$ cat src/hdl/ssp_pkg.sv
package ssp_pkg;
    // ----------------------------------------
    // Register byte offsets
    // ----------------------------------------
    localparam logic [7:0] ADDR_MODE  = 8'h00;
    localparam logic [7:0] ADDR_RATE  = 8'h04;
    localparam logic [7:0] ADDR_CTRL  = 8'h08;
    localparam logic [7:0] ADDR_TXBUF = 8'h0c;
    localparam logic [7:0] ADDR_RXBUF = 8'h10;
    localparam logic [7:0] ADDR_STAT  = 8'h14;

    // ----------------------------------------
    // Serial mode field codes
    // ----------------------------------------
    localparam logic [2:0] MD_OFF  = 3'h0;
    localparam logic [2:0] MD_SYNC = 3'h1;
    localparam logic [2:0] MD_I2C  = 3'h2;
    localparam logic [2:0] MD_A7   = 3'h4;
    localparam logic [2:0] MD_A9   = 3'h6;

    // ----------------------------------------
    // Field layouts, low bit first from the bottom
    // ----------------------------------------
    typedef struct packed {
        logic       cont_rx;
        logic       cts_en;
        logic       rts_en;
        logic       clk_pol;
        logic       par_en;
        logic       even_par;
        logic       two_stop;
        logic       ext_clk;
        logic [2:0] serial_mode_field;
    } ssp_mode_t;

    typedef struct packed {
        logic [1:0] src;
        logic [7:0] div;
    } ssp_rate_t;

    localparam int        MODE_W     = 11;
    localparam int        RATE_W     = 10;
    localparam int        CTRL_TE    = 0;
    localparam int        CTRL_RE    = 1;
    localparam int        RXB_ERR    = 12;
    localparam logic [MODE_W-1:0] MODE_RST = 11'h000;
    localparam logic [RATE_W-1:0] RATE_RST = 10'h000;

    // Count sources of the bit-rate divider
    localparam logic [1:0] SRC_DIV1 = 2'h0;
    localparam logic [1:0] SRC_DIV8 = 2'h1;
    localparam logic [1:0] SRC_DIV32 = 2'h2;
    localparam logic [1:0] SRC_PIN  = 2'h3;
    localparam logic [4:0] DIV8_LAST  = 5'h07;
    localparam logic [4:0] DIV32_LAST = 5'h1f;

    // ----------------------------------------
    // Timing counts
    // ----------------------------------------
    localparam logic [3:0] OSR_LAST   = 4'hf;
    localparam logic [3:0] OSR_MID    = 4'h7;
    localparam logic [2:0] SY_LAST    = 3'h7;
    localparam logic [2:0] SY_OVR_BIT = 3'h6;
    localparam logic [3:0] CHAR_MIN   = 4'h7;
endpackage

$ cat src/hdl/ssp_top.sv
// Register access over AHB-Lite and the register addresses were left to the implementer.
`timescale 1ns/1ps
module ssp_top
    import ssp_pkg::*;
(
    input  wire logic        CLK,
    input  wire logic        RESET_N,
    input  wire logic        HSEL,
    input  wire logic [31:0] HADDR,
    input  wire logic [1:0]  HTRANS,
    input  wire logic        HWRITE,
    input  wire logic [2:0]  HSIZE,
    input  wire logic [31:0] HWDATA,
    input  wire logic        HREADY,
    output logic      [31:0] HRDATA,
    output logic             HREADYOUT,
    output logic             HRESP,
    input  wire logic        SHIFT_CLOCK_PIN_I,
    output logic             SHIFT_CLOCK_PIN_O,
    output logic             SHIFT_CLOCK_PIN_OE,
    input  wire logic        SERIAL_IN_PIN,
    output logic             SERIAL_OUT_PIN,
    input  wire logic        CLEAR_TO_SEND_IN_N,
    output logic             READY_TO_RECEIVE_OUT_N,
    output logic             RX_DONE_PULSE
);
    // ----------------------------------------
    // Bus slave
    // ----------------------------------------
    ssp_mode_t   mode_r;
    ssp_rate_t   rate_r;
    logic        te_r, re_r;
    logic [8:0]  tbuf_r, rbuf_r;
    logic        tbuf_full_r, rx_cpl_r, ovr_r, fer_r, per_r;
    logic        ph_wr_r;
    logic [7:0]  ph_adr_r;
    logic [31:0] rdata_r;
    logic        acc, rd_rx, wr_mode, wr_rate, wr_ctrl, wr_tbuf;
    logic        tx_reset, rx_clr, err_sum;
    logic        sy_act_r, at_act_r, ar_act_r;

    assign acc      = HSEL && HREADY && HTRANS[1];
    assign rd_rx    = acc && !HWRITE && HADDR[7:0] == ADDR_RXBUF;
    assign wr_mode  = ph_wr_r && ph_adr_r == ADDR_MODE;
    assign wr_rate  = ph_wr_r && ph_adr_r == ADDR_RATE;
    assign wr_ctrl  = ph_wr_r && ph_adr_r == ADDR_CTRL;
    assign wr_tbuf  = ph_wr_r && ph_adr_r == ADDR_TXBUF;
    assign tx_reset = wr_mode && HWDATA[2:0] == MD_OFF;
    assign rx_clr   = tx_reset || (wr_ctrl && !HWDATA[CTRL_RE]);
    assign err_sum  = ovr_r || fer_r || per_r;
    assign HREADYOUT = 1'b1;
    assign HRESP     = 1'b0;
    assign HRDATA    = rdata_r;

    always_ff @(posedge CLK or negedge RESET_N) begin
        if (!RESET_N) begin
            ph_wr_r  <= 1'b0;
            ph_adr_r <= 8'h00;
        end else begin
            ph_wr_r  <= acc && HWRITE;
            ph_adr_r <= HADDR[7:0];
        end
    end

    // Read data is captured in the address phase so the data phase sees a flop
    always_ff @(posedge CLK or negedge RESET_N) begin
        if (!RESET_N) begin
            rdata_r <= 32'h0000_0000;
        end else if (acc && !HWRITE) begin
            case (HADDR[7:0])
                ADDR_MODE:  rdata_r <= {21'h0, mode_r};
                ADDR_RATE:  rdata_r <= {22'h0, rate_r};
                ADDR_CTRL:  rdata_r <= {30'h0, re_r, te_r};
                ADDR_TXBUF: rdata_r <= {23'h0, tbuf_r};
                ADDR_RXBUF: rdata_r <= {16'h0, err_sum, per_r, fer_r, ovr_r, 3'h0, rbuf_r};
                ADDR_STAT:  rdata_r <= {25'h0, err_sum, per_r, fer_r, ovr_r, rx_cpl_r,
                                        !(sy_act_r || at_act_r), !tbuf_full_r};
                default:    rdata_r <= 32'h0000_0000;
            endcase
        end
    end

    always_ff @(posedge CLK or negedge RESET_N) begin
        if (!RESET_N) begin
            mode_r <= MODE_RST;
            rate_r <= RATE_RST;
            te_r   <= 1'b0;
            re_r   <= 1'b0;
        end else begin
            if (wr_mode) begin
                mode_r <= HWDATA[MODE_W-1:0];
            end
            if (wr_rate) begin
                rate_r <= HWDATA[RATE_W-1:0];
            end
            if (wr_ctrl) begin
                te_r <= HWDATA[CTRL_TE];
                re_r <= HWDATA[CTRL_RE];
            end
        end
    end

    // ----------------------------------------
    // Core clock division and bit-rate divider
    // ----------------------------------------
    logic [4:0] pre_r;
    logic [7:0] brg_r;
    logic       pin_prev_r, src_en, tick;
    logic       is_sync, is_async, ext, cts_ok;
    logic [3:0] cw, clen;

    assign is_sync  = mode_r.serial_mode_field == MD_SYNC;
    assign is_async = mode_r.serial_mode_field[2] && mode_r.serial_mode_field != 3'h7;
    assign ext      = mode_r.ext_clk;
    assign cts_ok   = !mode_r.cts_en || !CLEAR_TO_SEND_IN_N;
    assign cw       = CHAR_MIN + {2'h0, mode_r.serial_mode_field[1:0]};
    assign clen     = 4'h2 + cw + {3'h0, mode_r.par_en} + {3'h0, mode_r.two_stop};

    always_comb begin
        case (rate_r.src)
            SRC_DIV1:  src_en = 1'b1;
            SRC_DIV8:  src_en = pre_r[2:0] == DIV8_LAST[2:0];
            SRC_DIV32: src_en = pre_r == DIV32_LAST;
            default:   src_en = SHIFT_CLOCK_PIN_I && !pin_prev_r;
        endcase
    end
    assign tick = src_en && brg_r == 8'h00;

    always_ff @(posedge CLK or negedge RESET_N) begin
        if (!RESET_N) begin
            pre_r      <= 5'h00;
            pin_prev_r <= 1'b1;
            brg_r      <= 8'h00;
        end else begin
            pre_r      <= pre_r + 5'h01;
            pin_prev_r <= SHIFT_CLOCK_PIN_I;
            if (wr_rate) begin
                brg_r <= HWDATA[7:0];
            end else if (tick) begin
                brg_r <= rate_r.div;
            end else if (src_en) begin
                brg_r <= brg_r - 8'h01;
            end
        end
    end

    // ----------------------------------------
    // Synchronous shifter
    // ----------------------------------------
    logic       clk_lvl_r, armed, lead, samp, e_cur, e_prv;
    logic [2:0] sy_cnt_r;
    logic [7:0] tsh_r, rsh_r;
    logic       sy_ovr_r, sy_done, sy_take;

    // Dummy data in the buffer is what lets a receive-only link clock
    assign armed = is_sync && te_r && tbuf_full_r && cts_ok && !sy_act_r;
    assign e_cur = SHIFT_CLOCK_PIN_I ^ mode_r.clk_pol;
    assign e_prv = pin_prev_r ^ mode_r.clk_pol;
    assign lead  = ext ? (e_prv && !e_cur) : (tick && clk_lvl_r && (armed || sy_act_r));
    assign samp  = ext ? (!e_prv && e_cur) : (tick && !clk_lvl_r && sy_act_r);
    assign sy_take = lead && armed;
    assign sy_done = samp && sy_act_r && sy_cnt_r == SY_LAST;
    assign SHIFT_CLOCK_PIN_O  = clk_lvl_r ^ mode_r.clk_pol;
    assign SHIFT_CLOCK_PIN_OE = is_sync && !ext;

    always_ff @(posedge CLK or negedge RESET_N) begin
        if (!RESET_N) begin
            clk_lvl_r <= 1'b1;
        end else if (!is_sync || ext) begin
            clk_lvl_r <= 1'b1;
        end else if (tick && (armed || sy_act_r)) begin
            clk_lvl_r <= !clk_lvl_r;
        end
    end

    always_ff @(posedge CLK or negedge RESET_N) begin
        if (!RESET_N) begin
            sy_act_r <= 1'b0;
            sy_cnt_r <= 3'h0;
            tsh_r    <= 8'hff;
            rsh_r    <= 8'h00;
            sy_ovr_r <= 1'b0;
        end else if (!is_sync || tx_reset) begin
            sy_act_r <= 1'b0;
        end else begin
            if (sy_take) begin
                sy_act_r <= 1'b1;
                sy_cnt_r <= 3'h0;
                tsh_r    <= tbuf_r[7:0];
                sy_ovr_r <= 1'b0;
            end else if (lead && sy_act_r) begin
                tsh_r <= {1'b1, tsh_r[7:1]};
            end
            if (samp && sy_act_r) begin
                rsh_r    <= {SERIAL_IN_PIN, rsh_r[7:1]};
                sy_cnt_r <= sy_cnt_r + 3'h1;
                if (sy_cnt_r == SY_OVR_BIT && rx_cpl_r) begin
                    sy_ovr_r <= 1'b1;
                end
                if (sy_cnt_r == SY_LAST) begin
                    sy_act_r <= 1'b0;
                end
            end
        end
    end

    // Internal clock leaves the line inactive: the partner is paced by our clock
    assign READY_TO_RECEIVE_OUT_N = !(is_sync && ext && mode_r.rts_en && re_r
                                      && !sy_act_r);

    // ----------------------------------------
    // Asynchronous transmitter
    // ----------------------------------------
    logic [12:0] at_fr_r, frame;
    logic [3:0]  at_cnt_r, at_idx_r;
    logic        at_take;

    function automatic logic [12:0] mk_frame(input logic [8:0] d, input logic [3:0] w,
                                             input logic pe, input logic ev);
        logic [12:0] f;
        logic        p;
        f    = 13'h1fff;
        f[0] = 1'b0;
        p    = !ev;
        for (int i = 0; i < 9; i++) begin
            if (i < int'(w)) begin
                f[i+1] = d[i];
                p      = p ^ d[i];
            end
        end
        if (pe) begin
            f[w+4'h1] = p;
        end
        return f;
    endfunction

    assign frame   = mk_frame(tbuf_r, cw, mode_r.par_en, mode_r.even_par);
    assign at_take = tick && !at_act_r && is_async && te_r && tbuf_full_r && cts_ok;

    always_ff @(posedge CLK or negedge RESET_N) begin
        if (!RESET_N) begin
            at_act_r <= 1'b0;
            at_fr_r  <= 13'h1fff;
            at_cnt_r <= 4'h0;
            at_idx_r <= 4'h0;
        end else if (!is_async || tx_reset) begin
            at_act_r <= 1'b0;
        end else if (at_take) begin
            at_act_r <= 1'b1;
            at_fr_r  <= frame;
            at_cnt_r <= 4'h0;
            at_idx_r <= 4'h0;
        end else if (tick && at_act_r) begin
            at_cnt_r <= at_cnt_r + 4'h1;
            if (at_cnt_r == OSR_LAST) begin
                at_fr_r  <= {1'b1, at_fr_r[12:1]};
                at_idx_r <= at_idx_r + 4'h1;
                if (at_idx_r == clen - 4'h1) begin
                    at_act_r <= 1'b0;
                end
            end
        end
    end

    assign SERIAL_OUT_PIN = is_sync ? (sy_act_r ? tsh_r[0] : 1'b1)
                                    : (at_act_r ? at_fr_r[0] : 1'b1);

    // ----------------------------------------
    // Asynchronous receiver, independent of the transmitter
    // ----------------------------------------
    logic [12:0] ar_f_r;
    logic [3:0]  ar_cnt_r, ar_idx_r;
    logic        ar_fin_r, ar_fer, ar_per, pchk;
    logic [8:0]  ar_data;

    always_ff @(posedge CLK or negedge RESET_N) begin
        if (!RESET_N) begin
            ar_act_r <= 1'b0;
            ar_f_r   <= 13'h0000;
            ar_cnt_r <= 4'h0;
            ar_idx_r <= 4'h0;
            ar_fin_r <= 1'b0;
        end else begin
            ar_fin_r <= 1'b0;
            if (!is_async || !re_r || rx_clr) begin
                ar_act_r <= 1'b0;
            end else if (tick && !ar_act_r) begin
                if (!SERIAL_IN_PIN) begin
                    ar_act_r <= 1'b1;
                    ar_cnt_r <= 4'h0;
                    ar_idx_r <= 4'h0;
                end
            end else if (tick) begin
                ar_cnt_r <= ar_cnt_r + 4'h1;
                if (ar_cnt_r == OSR_MID) begin
                    if (ar_idx_r == 4'h0 && SERIAL_IN_PIN) begin
                        ar_act_r <= 1'b0;
                    end else begin
                        ar_f_r[ar_idx_r] <= SERIAL_IN_PIN;
                        ar_idx_r         <= ar_idx_r + 4'h1;
                        if (ar_idx_r == clen - 4'h1) begin
                            ar_act_r <= 1'b0;
                            ar_fin_r <= 1'b1;
                        end
                    end
                end
            end
        end
    end

    always_comb begin
        ar_data = 9'h000;
        pchk    = !mode_r.even_par;
        for (int i = 0; i < 9; i++) begin
            if (i < int'(cw)) begin
                ar_data[i] = ar_f_r[i+1];
                pchk       = pchk ^ ar_f_r[i+1];
            end
        end
        ar_per = mode_r.par_en && (pchk != ar_f_r[cw+4'h1]);
        ar_fer = !ar_f_r[cw+4'h1+{3'h0, mode_r.par_en}]
                 || (mode_r.two_stop && !ar_f_r[cw+4'h2+{3'h0, mode_r.par_en}]);
    end

    // ----------------------------------------
    // Transmit and receive buffers, error flags
    // ----------------------------------------
    logic rx_load, new_ovr;

    assign rx_load = (sy_done && re_r) || ar_fin_r;
    assign new_ovr = is_sync ? (sy_ovr_r || (sy_cnt_r == SY_OVR_BIT && rx_cpl_r))
                             : rx_cpl_r;

    always_ff @(posedge CLK or negedge RESET_N) begin
        if (!RESET_N) begin
            tbuf_r      <= 9'h000;
            tbuf_full_r <= 1'b0;
        end else begin
            if (tx_reset) begin
                tbuf_full_r <= 1'b0;
            end else if (wr_tbuf) begin
                tbuf_full_r <= 1'b1;
            end else if (sy_take || at_take) begin
                tbuf_full_r <= 1'b0;
            end else if (rd_rx && is_sync && mode_r.cont_rx && re_r) begin
                tbuf_full_r <= 1'b1;
            end
            if (wr_tbuf) begin
                tbuf_r <= HWDATA[8:0];
            end
        end
    end

    // Setting events take priority over clears landing in the same cycle
    always_ff @(posedge CLK or negedge RESET_N) begin
        if (!RESET_N) begin
            rbuf_r   <= 9'h000;
            rx_cpl_r <= 1'b0;
            ovr_r    <= 1'b0;
            fer_r    <= 1'b0;
            per_r    <= 1'b0;
        end else if (rx_load) begin
            rbuf_r   <= is_sync ? {1'b0, SERIAL_IN_PIN, rsh_r[7:1]} : ar_data;
            rx_cpl_r <= 1'b1;
            ovr_r    <= (ovr_r && !rx_clr) || new_ovr;
            fer_r    <= (fer_r && !rx_clr && !rd_rx) || (!is_sync && ar_fer);
            per_r    <= (per_r && !rx_clr && !rd_rx) || (!is_sync && ar_per);
        end else if (rx_clr) begin
            rx_cpl_r <= 1'b0;
            ovr_r    <= 1'b0;
            fer_r    <= 1'b0;
            per_r    <= 1'b0;
        end else if (rd_rx) begin
            rx_cpl_r <= 1'b0;
            fer_r    <= 1'b0;
            per_r    <= 1'b0;
        end
    end

    always_ff @(posedge CLK or negedge RESET_N) begin
        if (!RESET_N) begin
            RX_DONE_PULSE <= 1'b0;
        end else begin
            RX_DONE_PULSE <= rx_load && !new_ovr;
        end
    end

    // ----------------------------------------
    // Checks
    // ----------------------------------------
    logic rts_mode;
    assign rts_mode = is_sync && ext && mode_r.rts_en;
endmodule

$ cat config.mk
export PLATFORM = sky130hd
export DESIGN_NAME = ssp_top
export DESIGN_NICKNAME = d
export VERILOG_FILES = /design/src/hdl/ssp_pkg.sv /design/src/hdl/ssp_top.sv
export SDC_FILE = /design/constraint.sdc
export NUM_CORES = 1
export LEC_CHECK = 0
export BUFFER_PORTS_ARGS = -buffer_cell sky130_fd_sc_hd__buf_2
export CAP_MARGIN = 10
export CORE_ASPECT_RATIO = 1.25
export CORE_MARGIN = 2
export CORE_UTILIZATION = 54
export CTS_BUF_LIST = sky130_fd_sc_hd__clkbuf_8
export DETAILED_ROUTE_END_ITERATION = 10
export GPL_TIMING_DRIVEN = 0
export PLACE_DENSITY_LB_ADDON = 0.2
export RECOVER_POWER = 100
export SLEW_MARGIN = 20
export SYNTH_ARGS = -nofsm -noshare
export SYNTH_HDL_FRONTEND = slang
export SYNTH_SLANG_ARGS = --single-unit
$ cat constraint.sdc
create_clock -name CLK -period 2.7 [get_ports CLK]
set_input_delay 0.135 -clock CLK [delete_from_list [all_inputs] [get_ports CLK]]
set_output_delay 0.135 -clock CLK [all_outputs]
set_load 0.05 [all_outputs]
==> results.py <==
metrics = {
    "die": {
        "die_x_um": 115,
        "die-area_um2": 16400,
        "die_y_um": 143,
        "io-pin-count": 116,
        "start_util_pct": 55.3,
        "num_rows": 50,
        "coreArea_um2": 15000,
    },
    "power": {
        "power_frac_comb_pct": 11.9,
        "p_clk_share_pct": 36.4,
        "irDropWorstVdd_mv": 0.241,
        "p_int_uw": 3400,
        "sw_frac_of_total_pct": 28.3,
        "powerDensity_nw_per_um2": 480,
        "power_leakage_uw": 0.00445,
        "seqPwrFrac_pct": 51.6,
        "switchingPower_uw": 1340,
    },
    "global_routing": {
        "antenna_found_initial": 0,
        "track_usage_pct": 27.3,
        "grt_overflow": 0,
        "grt_max_degree": 88,
        "grt_pass1_vias": 6630,
        "grt_pass1_wl_um": 34500,
    },
    "finish": {
        "areaGrowthSynthToFinish_pct": 19.1,
        "nNetsFinal": 1037,
        "final_cell_mix": "dfrtp_1 (124), nand2_1 (102), nor2_1 (50), buf_2 (41), a21oi_1 (36)",
        "drive_gt1_share_pct": 26.0,
        "antenna-diode-count": 0,
        "layout_commonest_cell": "dfrtp_1",
    },
    "detailed_routing": {
        "dr_total_vias": 6662,
        "wl_per_cell_um": 19.2,
        "vias_per_cell": 5.90,
        "drt_pass1_iterations": 5,
        "routed_wl_um": 21700,
        "drc": 0,
        "drtIter0Drc": 517,
        "drtAntennaViolNets": 0,
    },
    "synthesis": {
        "synth.avg_cell_area_um2": 10.1,
        "netlist-cell-type-count": 83,
        "synthArstFlopShare_pct": 100,
        "synth_area_um2": 8300,
        "yosys_warnings": 0,
        "ys_ff_latch": 150,
        "ys.flop_type": "dfrtp_1",
        "seq_area_frac_synth_pct": 45.6,
        "synth_cells": 819,
        "synth_edf_count": 0,
    },
    "timing": {
        "tightest_slew_ns": 1.65,
        "hold_viol": 0,
        "setup_tns_ns": 0,
        "slew_violations": 64,
        "setup_viol": 0,
        "max_freq_mhz": 372,
        "rsz0062_at_grt": "yes",
        "post-route-min-period_ns": 2.69,
        "relSlewSlack_pct": -10.3,
        "fin_skew_ns": 0.0105,
        "finalCritPeriodShare_pct": 99.7,
        "worst_slack_ns": 0.00862,
    },
    "worst_setup_path": {
        "r2r_slack_ns": 0.009,
        "start_kind": "flop",
        "crit_arrival_ns": 3.04,
        "crit_start": "pre_r[0]",
        "timing.rr.end": "ar_f_r[10]",
        "crit_chain": "ha_1 > ha_1 > or2b_1 > a31o_4 > nor4_4 > buf_4 > nand3_4 > buf_6 > nor4_4 > mux2_4",
        "cp_slowest_stage_delay_ns": 0.37,
        "r2r_cells": 10,
        "cp-end-kind": "flop",
        "timing.rr.start": "pre_r[0]",
        "critPathRequiredTime_ns": 3.05,
        "critPathKind": "reg -> reg",
        "slowest_stage": "dfrtp_1",
        "crit_fanout": 9,
    },
    "cts": {
        "clk_path_buf_depth": 2,
        "cts_buffers": 17,
        "cts-root-buf": "clkbuf_8",
        "htree_levels": 4,
        "clkTransAtPathRegs_ns": 0.08,
        "clkLatencyLatePin_ns": 0.47,
        "cts_tree": "built",
        "cts.sinks": 150,
    },
    "placement": {
        "dp_hpwl_um": 15300,
        "port-buffer-count": 46,
        "place_ws_ns": -0.415,
        "place_congestion": 0.874,
    },
    "status": {
        "status": "finished, violations left",
        "violations": "capacitance limit, slew limit",
    },
    "min_path": {
        "hp-start": "SERIAL_IN_PIN",
        "holdPathStages": 2,
        "worstHoldEndpoint": "ar_f_r[12]",
        "hp-class": "in -> reg",
    },
    "job": {
        "maxCapViolations": 1,
    },
}
cell families after synthesis:
family	Yosys count	synth area share, %
AO/OA/AOI/OAI	169	13.6
XOR/XNOR	33	3.65
adder cells (fa/ha/maj)	26	4.01
buffers and inverters	80	5.11
flip-flops	150	45.6
multiplexers	62	8.88
other	2	0.0905
AND/OR/NAND/NOR	297	19.1
power groups by stage:
stage / logic [uW] / registers [uW] / clock network (uW)
2_1_floorplan: 382 / 2450 / 0
3_3_place_gp: 508 / 2480 / 0
3_5_place_dp: 524 / 2480 / 0
4_1_cts: 561 / 2450 / 1730
5_1_grt: 628 / 2460 / 1840
6_report: 566 / 2450 / 1730
per-layer routing:
layer | share of wire (%) | wire (um) | GRT usage, % | up-vias
met1 | 41 | 8810 | 33.7 | 3267
met2 | 50 | 10800 | 45.9 | 188
met5 | 0 | 0 | 0 | -
met3 | 4.9 | 1060 | 4.84 | 56
met4 | 4.5 | 967 | 13.8 | 0
li1 | - | - | - | 3151
through the flow:
step / std cells / total power [uW] / instance area (um2) / util (%) / hold WS, ns
after global routing: 1129 / 4930 / 9890 / 65.9 / 0.0943
after global placement: 1064 / 2990 / 8820 / 58.8 / 0.257
final: 1129 / 4740 / 9890 / 65.9 / 0.0930
after detailed placement: 1065 / 3010 / 8860 / 59.0 / 0.111
after floorplan: 836 / 2830 / 8360 / - / -0.161
after CTS: 1126 / 4740 / 9640 / 64.2 / 0.0645
Yosys cell counts (all sizes together) (6+ instances only):
library cell  count  area share (%)
a21oi            36             2.2
a22o             16             1.7
a22oi            10            0.90
a31oi            11            0.83
and2              6            0.48
and3             11            0.84
buf              28             2.4
clkbuf           31             1.4
dfrtp           127              38
dfstp            23             7.3
ha               25             3.8
inv              20            0.90
mux2             43             5.8
mux2i            14             1.7
nand2           106             4.9
nand2b            8            0.60
nand3            18             1.2
nand3b            7            0.63
nand4             8            0.60
nor2             51             2.3
nor2b            13            0.98
nor3             14            0.84
nor3b             6            0.60
nor4             20             2.1
o21ai            32             1.9
o22ai            22             1.7
or3               6            0.48
xnor2            20             2.1
xor2             12             1.3
registers in the layout, summed over array words and instances (netlist names), 8 cells and up:
signal,cells
tsh_r,8
rate_r,10
brg_r,8
tbuf_r,9
rbuf_r,9
HRDATA,15
at_fr_r,13
ar_f_r,12
ph_adr_r,8
mode_r,10
what timing repair did:
action | in CTS | in global routing
buffers inserted | 8 | 4
hold buffers | 23 | 0
gates resized for setup | 26 | 52
pin swaps | 2 | 7
endpoints found under the hold margin | 103 | 0
setup endpoints to repair | 68 | 65
area by class of cell:
| cell class | instances | area [um2] |
|---|---|---|
| well taps | 182 | 228 |
| plain buffers | 57 | 367 |
| clock buffers | 18 | 248 |
| inverters | 20 | 77.6 |
| fillers | 1200 | 5130 |
| repair buffers | 82 | 569 |
| multi-input cells | 606 | 4480 |
| flip-flops and latches | 150 | 3790 |
| clock inverters | 14 | 134 |
worst max path at each step:
| stage | end | slack [ns] | cells after the start |
|---|---|---|---|
| CTS | ar_f_r[1] | 0.002 | 10 |
| finish | ar_f_r[10] | 0.009 | 10 |
| global route | brg_r[4] | -0.12 | 9 |
| detailed placement | sy_cnt_r[0] | -0.41 | 9 |
| global placement | at_cnt_r[0] | -0.67 | 1 |
| floorplan | ar_f_r[2] | 0.07 | 9 |
critical path, delay by kind of cell (launching register included):
kind,cells,cell delay [ns]
flops,1,0.37
simple gates,4,0.93
buf+inv,2,0.35
compound gates,1,0.28
mux,1,0.33
fa+ha+maj,2,0.31
(Power assumes the default switching activity.)
